==> config.mk <==
export PLATFORM = sky130hd
export DESIGN_NAME = sdru_top
export DESIGN_NICKNAME = d
export VERILOG_FILES = /design/src/core/sdru_pkg.sv /design/src/core/sdru_alu_if.sv /design/src/core/sdru_alu.sv /design/src/core/sdru_top.sv
export VERILOG_INCLUDE_DIRS = /design/src /design/src/core
export SDC_FILE = /design/constraint.sdc
export NUM_CORES = 1
export LEC_CHECK = 0
export BUFFER_PORTS_ARGS = -buffer_cell sky130_fd_sc_hd__buf_2
export CAP_MARGIN = 25
export CORE_UTILIZATION = 40
export CTS_BUF_LIST = sky130_fd_sc_hd__clkbuf_8
export CTS_CLUSTER_SIZE = 40
export DETAILED_ROUTE_END_ITERATION = 12
export PLACE_DENSITY = 0.56
export SLEW_MARGIN = 20
export SYNTH_ARGS = -nofsm -noshare
export SYNTH_HDL_FRONTEND = slang
export SYNTH_SLANG_ARGS = --single-unit
==> constraint.sdc <==
create_clock -name clk -period 8.1 [get_ports clk]
set_clock_uncertainty 0.05 [all_clocks]
set_input_delay 1.215 -clock clk [delete_from_list [all_inputs] [get_ports clk]]
set_output_delay 1.215 -clock clk [all_outputs]
set_load 0.01 [all_outputs]
==> src/core/sdru_cfg.svh <==
// Constants of the shift and digit rotate unit
`ifndef SDRU_CFG_SVH
`define SDRU_CFG_SVH
`define SDRU_PFX_BIT 8'hCB
`define SDRU_PFX_IDX1 8'hDD
`define SDRU_PFX_IDX2 8'hFD
`define SDRU_PFX_EXT 8'hED
`define SDRU_OP_DIGIT 8'h6F
`define SDRU_GRP_SLA 5'h04
`define SDRU_GRP_SRA 5'h05
`define SDRU_GRP_SRL 5'h07
`define SDRU_REG_MEM 3'h6
`define SDRU_REG_A 3'h7
`define SDRU_FLAG_C 0
`define SDRU_FLAG_N 1
`define SDRU_FLAG_PV 2
`define SDRU_FLAG_H 4
`define SDRU_FLAG_Z 6
`define SDRU_FLAG_S 7
`define SDRU_T_REG 5'h08
`define SDRU_T_PTR 5'h0F
`define SDRU_T_IDX 5'h17
`define SDRU_T_DIG 5'h12
`define SDRU_M_REG 3'h2
`define SDRU_M_PTR 3'h4
`define SDRU_M_IDX 3'h6
`define SDRU_M_DIG 3'h5
`endif

==> src/core/sdru_pkg.sv <==
// Types of the shift and digit rotate unit
package sdru_pkg;
  typedef enum logic [1:0] {
    SDRU_SHL_ARITH,
    SDRU_SHR_ARITH,
    SDRU_SHR_LOGIC
  } sdru_shift_e;
endpackage

==> src/core/sdru_alu_if.sv <==
// Interface between the decoder and the shifter
interface sdru_alu_if;
  logic [7:0] operand;
  logic [7:0] acc;
  sdru_pkg::sdru_shift_e kind;
  logic digit;
  logic [7:0] result;
  logic [7:0] acc_out;
  logic [7:0] flags;
  logic [7:0] flags_in;
  modport ctrl (output operand, output acc, output kind, output digit, output flags_in,
                input result, input acc_out, input flags);
  modport alu (input operand, input acc, input kind, input digit, input flags_in,
               output result, output acc_out, output flags);
endinterface

==> src/core/sdru_alu.sv <==
// Combinational shifter, digit rotator and flag generator
`include "sdru_cfg.svh"
module sdru_alu (
  sdru_alu_if.alu a
);
  logic [7:0] res;
  logic [7:0] acc_n;
  logic cy;
  logic [7:0] fl;
  logic [7:0] tst;

  // Result and carry per operation
  always_comb begin
    res = a.operand;
    acc_n = a.acc;
    cy = a.flags_in[`SDRU_FLAG_C];
    if (a.digit) begin
      res = {a.operand[3:0], a.acc[3:0]};
      acc_n = {a.acc[7:4], a.operand[7:4]};
    end else begin
      unique case (a.kind)
        sdru_pkg::SDRU_SHL_ARITH: begin
          res = {a.operand[6:0], 1'b0};
          cy = a.operand[7];
        end
        sdru_pkg::SDRU_SHR_ARITH: begin
          res = {a.operand[7], a.operand[7:1]};
          cy = a.operand[0];
        end
        sdru_pkg::SDRU_SHR_LOGIC: begin
          res = {1'b0, a.operand[7:1]};
          cy = a.operand[0];
        end
        default: begin
          res = a.operand;
          cy = a.flags_in[`SDRU_FLAG_C];
        end
      endcase
    end
  end

  // Flags come from the accumulator after a digit rotate, else from the shifted byte
  always_comb begin
    tst = a.digit ? acc_n : res;
    fl = a.flags_in;
    fl[`SDRU_FLAG_S] = tst[7];
    fl[`SDRU_FLAG_Z] = (tst == 8'h00);
    fl[`SDRU_FLAG_PV] = ~^tst;
    fl[`SDRU_FLAG_H] = 1'b0;
    fl[`SDRU_FLAG_N] = 1'b0;
    fl[`SDRU_FLAG_C] = cy;
  end

  assign a.result = res;
  assign a.acc_out = acc_n;
  assign a.flags = fl;
endmodule

==> src/core/sdru_top.sv <==
// Shift and digit rotate execution slice with its own register copy
`include "sdru_cfg.svh"
// Overview of operation
// - Left shift, old bit 7 to carry
// - Arithmetic right keeps bit 7, bit 0 carries
// - Logical right clears bit 7 and sign
// - Sign follows result for arithmetic shifts
// - Zero from result; half-carry, subtract cleared
// - Parity flag set on even ones
// - Register field codes; 110 means memory
// - Prefix CB, top five bits choose shift
// - Indexed: prefix, CB, displacement, operation byte
// - Cycle counts 2/8, 4/15, 6/23
// - Digit rotate left moves nibbles three ways
// - Accumulator high nibble stays unchanged
// - Digit rotate reads, writes memory at pointer
// - Digit rotate flags from accumulator, carry kept
// - Digit rotate takes 5 cycles, 18 states
module sdru_top (
  input wire logic clk,
  input wire logic rst,
  input wire logic op_valid,
  output logic op_ready,
  input wire logic [7:0] op_byte,
  output logic mem_rd,
  output logic mem_wr,
  output logic [15:0] mem_addr,
  output logic [7:0] mem_wdata,
  input wire logic [7:0] mem_rdata,
  input wire logic mem_rvalid,
  input wire logic [15:0] first_index_register,
  input wire logic [15:0] second_index_register,
  output logic [7:0] flags_reg,
  output logic [7:0] acc_reg,
  output logic [15:0] memory_pointer_pair_reg,
  output logic [7:0] reg_dump,
  input wire logic [2:0] reg_sel,
  output logic done,
  output logic illegal,
  output logic [2:0] mcycles_reg,
  output logic [4:0] tstates_reg
);
  typedef enum logic [2:0] {
    SDRU_IDLE, SDRU_PFX, SDRU_DISP, SDRU_OPC, SDRU_READ, SDRU_WRITE
  } sdru_state_e;

  sdru_state_e st_reg;
  logic [7:0] gpr_reg [0:7];
  logic [7:0] first_reg;
  logic is_idx_reg;
  logic use_second_reg;
  logic is_digit_reg;
  logic [7:0] disp_reg;
  logic [7:0] opb_reg;
  logic [7:0] mem_byte_reg;
  logic [15:0] addr_next;
  logic [4:0] grp;
  logic grp_ok;
  sdru_pkg::sdru_shift_e kind_sel;
  sdru_alu_if alu_bus ();

  sdru_alu u_alu (
    .a(alu_bus)
  );

  assign op_ready = (st_reg == SDRU_IDLE) || (st_reg == SDRU_PFX) || (st_reg == SDRU_DISP) ||
                    (st_reg == SDRU_OPC);
  assign grp = op_byte[7:3];
  assign grp_ok = (grp == `SDRU_GRP_SLA) || (grp == `SDRU_GRP_SRA) || (grp == `SDRU_GRP_SRL);

  // Decode the group field into a shift kind
  always_comb begin
    unique case (opb_reg[7:3])
      `SDRU_GRP_SRA: kind_sel = sdru_pkg::SDRU_SHR_ARITH;
      `SDRU_GRP_SRL: kind_sel = sdru_pkg::SDRU_SHR_LOGIC;
      default: kind_sel = sdru_pkg::SDRU_SHL_ARITH;
    endcase
  end

  // Indexed address wraps modulo 64K like the real address bus
  always_comb begin
    if (is_digit_reg || !is_idx_reg) begin
      addr_next = memory_pointer_pair_reg;
    end else if (use_second_reg) begin
      addr_next = second_index_register + {{8{disp_reg[7]}}, disp_reg};
    end else begin
      addr_next = first_index_register + {{8{disp_reg[7]}}, disp_reg};
    end
  end

  assign alu_bus.operand = (st_reg == SDRU_WRITE) ? mem_byte_reg : gpr_reg[opb_reg[2:0]];
  assign alu_bus.acc = gpr_reg[`SDRU_REG_A];
  assign alu_bus.kind = kind_sel;
  assign alu_bus.digit = is_digit_reg;
  assign alu_bus.flags_in = flags_reg;
  assign acc_reg = gpr_reg[`SDRU_REG_A];
  assign memory_pointer_pair_reg = {gpr_reg[4], gpr_reg[5]};
  assign reg_dump = gpr_reg[reg_sel];

  // Sequencer: prefix bytes, displacement, operation byte, then memory read and write
  always_ff @(posedge clk) begin
    if (rst) begin
      st_reg <= SDRU_IDLE;
      first_reg <= 8'h00;
      is_idx_reg <= 1'b0;
      use_second_reg <= 1'b0;
      is_digit_reg <= 1'b0;
      disp_reg <= 8'h00;
      opb_reg <= 8'h00;
      mem_byte_reg <= 8'h00;
      illegal <= 1'b0;
    end else begin
      illegal <= 1'b0;
      unique case (st_reg)
        SDRU_IDLE: if (op_valid) begin
          first_reg <= op_byte;
          is_idx_reg <= 1'b0;
          is_digit_reg <= 1'b0;
          if (op_byte == `SDRU_PFX_BIT || op_byte == `SDRU_PFX_EXT) begin
            st_reg <= SDRU_OPC;
            is_digit_reg <= (op_byte == `SDRU_PFX_EXT);
          end else if (op_byte == `SDRU_PFX_IDX1 || op_byte == `SDRU_PFX_IDX2) begin
            st_reg <= SDRU_PFX;
            is_idx_reg <= 1'b1;
            use_second_reg <= (op_byte == `SDRU_PFX_IDX2);
          end else begin
            illegal <= 1'b1;
          end
        end
        SDRU_PFX: if (op_valid) begin
          if (op_byte == `SDRU_PFX_BIT) begin
            st_reg <= SDRU_DISP;
          end else begin
            st_reg <= SDRU_IDLE;
            illegal <= 1'b1;
          end
        end
        SDRU_DISP: if (op_valid) begin
          disp_reg <= op_byte;
          st_reg <= SDRU_OPC;
        end
        SDRU_OPC: if (op_valid) begin
          opb_reg <= op_byte;
          if (is_digit_reg) begin
            if (op_byte == `SDRU_OP_DIGIT) st_reg <= SDRU_READ;
            else begin
              st_reg <= SDRU_IDLE;
              illegal <= 1'b1;
            end
          end else if (!grp_ok || (is_idx_reg && op_byte[2:0] != `SDRU_REG_MEM)) begin
            st_reg <= SDRU_IDLE;
            illegal <= 1'b1;
          end else if (op_byte[2:0] == `SDRU_REG_MEM) begin
            st_reg <= SDRU_READ;
          end else begin
            st_reg <= SDRU_IDLE;
          end
        end
        SDRU_READ: if (mem_rvalid) begin
          mem_byte_reg <= mem_rdata;
          st_reg <= SDRU_WRITE;
        end
        SDRU_WRITE: st_reg <= SDRU_IDLE;
        default: st_reg <= SDRU_IDLE;
      endcase
    end
  end

  // Memory strobes and write data come from flops
  always_ff @(posedge clk) begin
    if (rst) begin
      mem_rd <= 1'b0;
      mem_wr <= 1'b0;
      mem_addr <= 16'h0000;
      mem_wdata <= 8'h00;
    end else begin
      mem_rd <= 1'b0;
      mem_wr <= 1'b0;
      if (st_reg == SDRU_OPC && op_valid && (is_digit_reg ? op_byte == `SDRU_OP_DIGIT :
          (grp_ok && op_byte[2:0] == `SDRU_REG_MEM))) begin
        mem_rd <= 1'b1;
        mem_addr <= addr_next;
      end
      if (st_reg == SDRU_READ && !mem_rvalid) begin
        mem_rd <= 1'b1;
      end
      if (st_reg == SDRU_WRITE) begin
        mem_wr <= 1'b1;
        mem_wdata <= alu_bus.result;
      end
    end
  end

  // Register file and flags update at the end of each instruction
  always_ff @(posedge clk) begin
    if (rst) begin
      for (int i = 0; i < 8; i++) begin
        gpr_reg[i] <= 8'h00;
      end
      flags_reg <= 8'h00;
    end else if (st_reg == SDRU_WRITE) begin
      flags_reg <= alu_bus.flags;
      if (is_digit_reg) gpr_reg[`SDRU_REG_A] <= alu_bus.acc_out;
    end else if (st_reg == SDRU_IDLE && opb_reg[2:0] != `SDRU_REG_MEM && done && !is_digit_reg) begin
      gpr_reg[opb_reg[2:0]] <= alu_bus.result;
      flags_reg <= alu_bus.flags;
    end
  end

  // Completion pulse and cycle accounting of the finished instruction
  always_ff @(posedge clk) begin
    if (rst) begin
      done <= 1'b0;
      mcycles_reg <= 3'h0;
      tstates_reg <= 5'h00;
    end else begin
      done <= 1'b0;
      if (st_reg == SDRU_OPC && op_valid && !is_digit_reg && grp_ok && !is_idx_reg &&
          op_byte[2:0] != `SDRU_REG_MEM) begin
        done <= 1'b1;
        mcycles_reg <= `SDRU_M_REG;
        tstates_reg <= `SDRU_T_REG;
      end else if (st_reg == SDRU_WRITE) begin
        done <= 1'b1;
        mcycles_reg <= is_digit_reg ? `SDRU_M_DIG : (is_idx_reg ? `SDRU_M_IDX : `SDRU_M_PTR);
        tstates_reg <= is_digit_reg ? `SDRU_T_DIG : (is_idx_reg ? `SDRU_T_IDX : `SDRU_T_PTR);
      end
    end
  end
endmodule
# Word level (Yosys, flattened, before mapping)
# Memory sizes are Yosys's and may differ from the RTL's. A register that Yosys moved wholly into a read port is not among the register bits.
# Index checks and enable logic that the tools add are counted.
[totals]
rom_bits = 0
regBits = 70
in_bits = 55
out_inout_bits = 77
latch_bits = 0
mem_bits_rw = 64
memories = 1
wordCells = 156
[op_classes]
mux = 67
reduce_logical = 40
bitwise = 2
n_div = 0
eq_ne = 26
magnitude_cmp = 0
shift = 0
add_sub_neg = 2
n_mul = 0
[mem_list]
columns = ["name", "words", "word_bits", "read_ports", "rd_clocked_by_memory_dff", "wr", "line_no", "source"]
rows = [
  ["gpr_reg", 8, 8, 5, 1, 8, "sdru_top.sv:48", "logic [7:0] gpr_reg [0:7];"],
]
[ops]
columns = ["operator", "count"]
rows = [
  ["8-bit two-way mux", 7],
  ["3-bit two-way mux", 14],
  ["16-bit adder", 2],
  ["8-bit == test, second input constant", 4],
  ["16-bit two-way mux", 2],
  ["1-bit two-way mux", 29],
  ["5-bit by 3-bit == test with 1-bit output, second input constant", 5],
  ["8-bit case mux with 3 select lines", 1],
  ["3-bit case mux with 5 select lines", 1],
  ["1-bit logical AND", 12],
  ["4-bit two-way mux", 3],
  ["2-bit two-way mux", 5],
  ["5-bit two-way mux", 2],
  ["2-bit != test, second input constant", 5],
  ["3-bit == test, second input constant", 3],
  ["1-bit logical OR", 9],
  ["8-bit by 7-bit == test with 1-bit output, second input constant", 1],
  ["8-bit logical NOT", 1],
  ["2-bit AND reduction", 4],
  ["8-bit OR reduction", 1],
  ["8-bit XNOR reduction", 1],
  ["3-bit by 2-bit == test with 1-bit output, second input constant", 2],
  ["3-bit != test, second input constant", 2],
  ["6-bit AND reduction", 1],
  ["other kinds (15)", 20],
]

# Logic depth before layout (Yosys ltp)
# Gate-level depths: netlist of run 1.
[depth]
depth_word = 10
mapped_depth = 17
mapped_depth_nobuf = 16

# By module
# Synthesis of run 1 repeated with hierarchy kept, for this count alone.
[hier_totals]
hier_cells = 775
hier_area_um2 = 7983.9
[modules_own_cells]
columns = ["module", "n_inst", "seq_area_each_um2", "area_each_um2", "cells_each"]
rows = [
  ["sdru_top", 1, 3423.3, 7385.8, 699],
  ["sdru_alu", 1, 0.0, 598.1, 76],
]

# Least setup slack after synthesis of run 1
# OpenSTA, ideal clock, no wires.
[synth_timing]
path_kind = "input -> output"
from = "in reg_sel[0]"
to = "out reg_dump[4]"
slack_ns = 4.093
arrival_time_ns = 2.742
n_path_buf = 2
cell_stages = 4
required_ns = 6.835
cell_sequence = "clkbuf_1 buf_2 mux4_2 mux2_2"
[synth_via]
elab_chain_len = 1
[synth_lines]
columns = ["item", "line_no", "source"]
rows = [
  ["start: declaration", "sdru_top.sv:37", "input wire logic [2:0] reg_sel,"],
  ["memory read 8 x 8 bit", "--", ""],
  ["end: declaration", "sdru_top.sv:36", "output logic [7:0] reg_dump,"],
]
# Every way passes these cells.

# Worst setup path in the final report of run 1
# Ends and elaborated chain as after synthesis.

==> flow_metrics.tcl, run 1 <==
set metrics [dict create \
    fp.dieW_um 144.2 \
    min_to "opb_reg[7]" \
    min_path_cells 2 \
    irDropWorstVdd_v 0.0001003 \
    dieArea_um2 20790 \
    report.final.slew_viol_count 0 \
    final_cells 1244 \
    worstPathRequired_ps 6840 \
    vias 6838 \
    synth-edff-count 64 \
    synth_top_area_frac 0.2377 \
    cap_viol_max_count 0 \
    post_cts_buffers 0 \
    ant_nets 0 \
    cts-buffers-inserted 17 \
    hold_buffers 0 \
    rsz0062_at_grt "false" \
    cts_tree "yes" \
    layout_commonest_cell "nand2_1" \
    h-tree-depth 4 \
    drcViolationCount 0 \
    syn_avg_cell_area_um2 9.412 \
    cts_resized 0 \
    via_per_inst 5.497 \
    p_clk_frac 0.415 \
    outcome "finished, final reports clean" \
    reg2reg_slack_ps 4590 \
    min_from "opb_reg[7]" \
    finalCriticalPeriod_ps 3914 \
    hold_class "reg -> reg" \
    fmax_mhz 255.5 \
    power_mw 1.466 \
    cts_max_path_buffers 2 \
    syn_to_final_growth_pct 13.23 \
    synth_area_um2 8085 \
    place_inst 1212 \
    port-buffer-count 127 \
    drt-total-wl_mm 23.69 \
    dr.pass1.iters 5 \
    tns_ps 0 \
    pwr-share-seq 0.506 \
    yosys_register_bits 135 \
    cp-end-kind "output pin" \
    switching_share 0.2563 \
    power_density_nw_per_um2 160.1 \
    layout.nets 1045 \
    synth_cells 859 \
    path_clk_slew_ps 80 \
    switchingPower_mw 0.3757 \
    synth.distinct_cells 75 \
    routabilityCongestion 0.8928 \
    avgRoutedWirePerCell_um 19.04 \
    mostFrequentLayoutCells "134 x nand2_1, 127 x buf_2, 118 x nor2_1, 70 x dfxtp_1, 64 x edfxtp_1" \
    p_int_mw 1.090 \
    drt_iter0_markers 770 \
    grt_max_degree 78 \
    start_util 0.4114 \
    ys.flop_type "dfxtp_1" \
    crit_path_max_fanout 16 \
    worstReg2RegEnd "flags_reg[2]" \
    antenna_cells 0 \
    cts-root-buf "clkbuf_8" \
    post-route-period-util 0.4832 \
    worstMarginPinSlew_ps 983.6 \
    grt_util_all_layers 0.2356 \
    drive_gt1_frac 0.2308 \
    critPathLaunchType "input port" \
    floorplan.rows 51 \
    io_pins 132 \
    grt_pass1_vias 6390 \
    leakage_nw 3.423 \
    largest_reg_flops 64 \
    worstPathArrival_ps 2650 \
    clock-sinks 135 \
    async_flop_share 0 \
    critPathKind "in -> out" \
    grt_pass1_wl_mm 36.25 \
    netlist_top_cells_area "edfxtp_1 24%, dfxtp_1 18%, nand2_1 6.2%" \
    power_frac_comb 0.079 \
    clk_latency_ps 460 \
    synth_top_cell_by_area "edfxtp_1" \
    slew_headroom 0.3443 \
    synth-seq-area-share 0.4135 \
    setup_violations 0 \
    r2r-start "opb_reg[6]" \
    gr-total-overflow 0 \
    die_h_um 144.2 \
    dp_hpwl_mm 17.63 \
    yosys_warnings 0 \
    hold-worst-slack_ps 407.2 \
    reg2reg_depth 15 \
    finalHoldViolations 0 \
    coreArea_um2 19650 \
    antenna_found_initial 0 \
]
final cells by class:
| class | count | area, um^2 |
|---|---|---|
| fillers | 1956 | 10500 |
| multi-input cells | 668 | 4330 |
| flip-flops and latches | 135 | 3344 |
| repair buffers | 131 | 665.6 |
| well taps | 265 | 331.6 |
| clock buffers | 17 | 234.0 |
| clock inverters | 15 | 192.7 |
| inverters | 13 | 56.30 |
metal layers:
| metal | share of wire | routed length (um) | global-route usage | vias up |
|---|---|---|---|---|
| met4 | 0.012 | 293 | 0.06371 | 0 |
| met2 | 0.46 | 10890 | 0.3740 | 248 |
| li1 | - | - | - | 3295 |
| met5 | 0 | 0 | 0 | - |
| met1 | 0.46 | 11010 | 0.3232 | 3273 |
| met3 | 0.063 | 1494 | 0.05099 | 22 |
power by group through the flow:
| stage | registers, mW | logic, mW | clock network (mW) |
|---|---|---|---|
| after CTS | 0.741 | 0.116 | 0.620 |
| after global routing | 0.742 | 0.127 | 0.652 |
| after floorplan | 0.750 | 0.0753 | 0 |
| final | 0.741 | 0.116 | 0.609 |
| after global placement | 0.757 | 0.114 | 0 |
| after detailed placement | 0.757 | 0.116 | 0 |
how the worst max path moves through the flow:
stage                             end  slack (ps)  depth (start not counted)       start
final                     reg_dump[4]        4190                          4  reg_sel[0]
after global routing      reg_dump[6]        4090                          4  reg_sel[0]
after CTS                 reg_dump[7]        4160                          4  reg_sel[0]
after detailed placement  reg_dump[5]        4170                          4  reg_sel[0]
after global placement    reg_dump[0]        4190                          4  reg_sel[0]
after floorplan           reg_dump[5]        4090                          4  reg_sel[0]
cells by family (layout without fill, tap and decap cells):
| family | Yosys count | count (layout) | synth area share |
|---|---|---|---|
| simple gates | 348 | 348 | 0.1890 |
| xor+xnor | 14 | 14 | 0.01517 |
| compound gates | 187 | 187 | 0.1566 |
| fa+ha+maj | 24 | 24 | 0.03807 |
| mux | 83 | 83 | 0.1312 |
| other cells | 1 | 12 | 0.0004638 |
| buf+inv | 67 | 176 | 0.05602 |
| flops | 135 | 135 | 0.4135 |
critical path, cell delays in order:
cell and delay (ps):
buf_2 440, mux4_2 570, mux2_2 280, buf_2 140
stage by stage:
| stage | cell area, um^2 | util | worst slack (ps) |
|---|---|---|---|
| final | 9155 | 0.4658 | 4186 |
| after global routing | 9155 | 0.4658 | 4086 |
| after CTS | 9155 | 0.4658 | 4164 |
| after detailed placement | 8728 | 0.4441 | 4168 |
| after global placement | 8728 | 0.4441 | 4192 |
| after floorplan | 8127 | - | 4093 |
Yosys cell counts (3+ instances only):
cell type / count
a211o_1: 3
a211oi_1: 12
a21o_1: 4
a21oi_1: 63
a221oi_1: 4
a22o_1: 4
a22oi_1: 9
a22oi_2: 4
a311oi_1: 5
a31oi_1: 3
and2_1: 5
and3_1: 5
buf_1: 3
buf_12: 3
buf_2: 5
buf_4: 10
buf_6: 5
clkbuf_1: 21
clkbuf_8: 6
dfxtp_1: 71
edfxtp_1: 64
ha_1: 23
inv_1: 12
mux2_2: 24
mux2i_1: 43
mux4_2: 16
nand2_1: 134
nand2b_1: 12
nand3_1: 19
nand4_1: 7
nor2_1: 118
nor2b_1: 15
nor3_1: 12
nor3b_1: 3
o211ai_1: 6
o21a_1: 5
o21ai_0: 31
o21ai_1: 10
o2bb2ai_2: 3
or2_2: 3
xnor2_1: 8
xor2_1: 6
(Power assumes the default switching activity.)
==> inputs of run 2 (changes only) <==
==> constraint.sdc (replaced) <==
create_clock -name clk -period 3.91 [get_ports clk]
set_clock_uncertainty 0.05 [all_clocks]
set_input_delay 0.5865 -clock clk [delete_from_list [all_inputs] [get_ports clk]]
set_output_delay 0.5865 -clock clk [all_outputs]
set_load 0.01 [all_outputs]
==> flow_metrics.tcl, run 2 (synthesis results as in run 1) <==
set metrics [dict create \
    outcome "finished, final reports clean" \
    switching_share 0.2299 \
    avgRoutedWirePerCell_um 19.32 \
    dieArea_um2 20790 \
    crit_path_max_fanout 19 \
    post_cts_buffers 0 \
    rsz0062_at_grt "false" \
    dp_hpwl_mm 17.94 \
    fmax_mhz 308.3 \
    drt_iter0_markers 580 \
    worstReg2RegEnd "flags_reg[2]" \
    cp_top_family "simple AND/OR/NAND/NOR gates" \
    ant_nets 0 \
    clock-sinks 135 \
    irDropWorstVdd_v 0.0002773 \
    worst_path_most_repeated_cell "nor2_1" \
    setup_violations 0 \
    port-buffer-count 127 \
    place_worst_setup_slack_ps 720.8 \
    p_int_mw 2.514 \
    largest_reg_flops 64 \
    path_buf_inv 1 \
    hold_class "in -> reg" \
    cts_resized 0 \
    layout.nets 1056 \
    grt_pass1_wl_mm 37.12 \
    vias 6874 \
    coreArea_um2 19650 \
    finalCriticalPeriod_ps 3244 \
    worstPathRequired_ps 4180 \
    power_frac_comb 0.076 \
    p_clk_frac 0.455 \
    crit_chain "nor2_1, nand3_1, nor2_1, ha_1, buf_4, o21bai_1, nor2_1, a22oi_1, nand4_1, nor2_1, a21o_1, ha_1, xnor2_1, xnor2_1, mux2i_1, nor2_1" \
    post-route-period-util 0.8297 \
    tns_ps 0 \
    drcViolationCount 0 \
    pwr-share-seq 0.469 \
    grt_pass1_vias 6615 \
    clk_latency_ps 460 \
    fill_cells 2009 \
    max_stage_delay_ps 340 \
    finalHoldViolations 0 \
    via_per_inst 5.477 \
    critPathLaunchType "register" \
    setup_ws_ps 666.0 \
    cap_viol_max_count 0 \
    slew_headroom 0.4319 \
    cp-end-kind "register" \
    antenna_found_initial 0 \
    cts_max_path_buffers 2 \
    path_clk_slew_ps 70 \
    min_path_cells 3 \
    cts-root-buf "clkbuf_8" \
    h-tree-depth 4 \
    reg2reg_depth 16 \
    floorplan.rows 51 \
    leakage_nw 3.522 \
    worstMarginPinSlew_ps 850.4 \
    grt_max_degree 61 \
    report.final.slew_viol_count 0 \
    drt-total-wl_mm 24.24 \
    power_density_nw_per_um2 350.5 \
    switchingPower_mw 0.7504 \
    syn_to_final_growth_pct 15.21 \
    layout_commonest_cell "nand2_1" \
    hold_buffers 0 \
    fp.dieW_um 144.2 \
    antenna_cells 0 \
    io_pins 132 \
    routabilityCongestion 0.9143 \
    gr-total-overflow 0 \
    drive_gt1_frac 0.2374 \
    cts_tree "yes" \
    mostFrequentLayoutCells "134 x nand2_1, 127 x buf_2, 118 x nor2_1, 70 x dfxtp_1, 64 x edfxtp_1" \
    min_to "mem_byte_reg[4]" \
    worstPathArrival_ps 3510 \
    cts-buffers-inserted 17 \
    start_util 0.4114 \
    die_h_um 144.2 \
    r2r-start "opb_reg[6]" \
    slowest_stage "nor2_1" \
    min_from "mem_rdata[4]" \
    dr.pass1.iters 5 \
    critPathKind "reg -> reg" \
    reg2reg_slack_ps 670 \
    grt_util_all_layers 0.2425 \
]
[run 2: worst max path at each step]
stage	start	endpoint	slack, ps	cells past startpoint
floorplan	use_second_reg	mem_addr[13]	980	12
global placement	opb_reg[6]	flags_reg[2]	800	15
detailed placement	opb_reg[6]	flags_reg[2]	720	16
CTS	opb_reg[6]	flags_reg[2]	700	16
global route	opb_reg[7]	flags_reg[2]	320	16
finish	opb_reg[6]	flags_reg[2]	670	16
[run 2: power groups by stage]
stage | logic (mW) | registers, mW | clock network [mW]
finish | 0.247 | 1.53 | 1.49
detailed placement | 0.247 | 1.56 | 0
CTS | 0.248 | 1.53 | 1.51
global route | 0.271 | 1.53 | 1.57
global placement | 0.247 | 1.56 | 0
floorplan | 0.156 | 1.55 | 0
[run 2: layout make-up]
type                            instances  area [um^2]  share of cell area
Tap cell                              265        331.6             0.03559
Sequential cell                       135         3344              0.3590
Multi-Input combinational cell        668         4330              0.4649
Inverter                               13        56.30            0.006044
Clock buffer                           18        247.7             0.02660
Timing Repair Buffer                  142        748.2             0.08032
Clock inverter                         14        256.5             0.02754
[run 2: worst register-to-register path: stages (launching register included)]
cell      delay, ps
dfxtp_1         310
nor2_1          130
nand3_1          90
nor2_1          180
ha_1            190
buf_4           200
o21bai_1        170
nor2_1          160
a22oi_1         260
nand4_1         180
nor2_1          340
a21o_1          130
ha_1            260
xnor2_1         150
xnor2_1         130
mux2i_1         130
nor2_1           50
[run 2: metal layers]
| layer | share of wire | vias up | wire length (um) | global-route usage |
|---|---|---|---|---|
| li1 | - | 3320 | - | - |
| met1 | 0.46 | 3291 | 11180 | 0.3317 |
| met2 | 0.46 | 232 | 11070 | 0.3842 |
| met3 | 0.062 | 31 | 1497 | 0.04868 |
| met4 | 0.020 | 0 | 492 | 0.07590 |
| met5 | 0 | - | 0 | 0 |
[run 2: stage by stage]
stage               utilization  cells  hold slack (ps)  power, mW  instance area, um^2
floorplan                     -    870            386.3      1.710                 8127
global placement         0.4483   1223            397.8      1.810                 8811
detailed placement       0.4483   1223            399.9      1.810                 8811
CTS                      0.4740   1255            295.3      3.286                 9315
global route             0.4740   1255            315.0      3.371                 9315
finish                   0.4740   1255            318.8      3.265                 9315
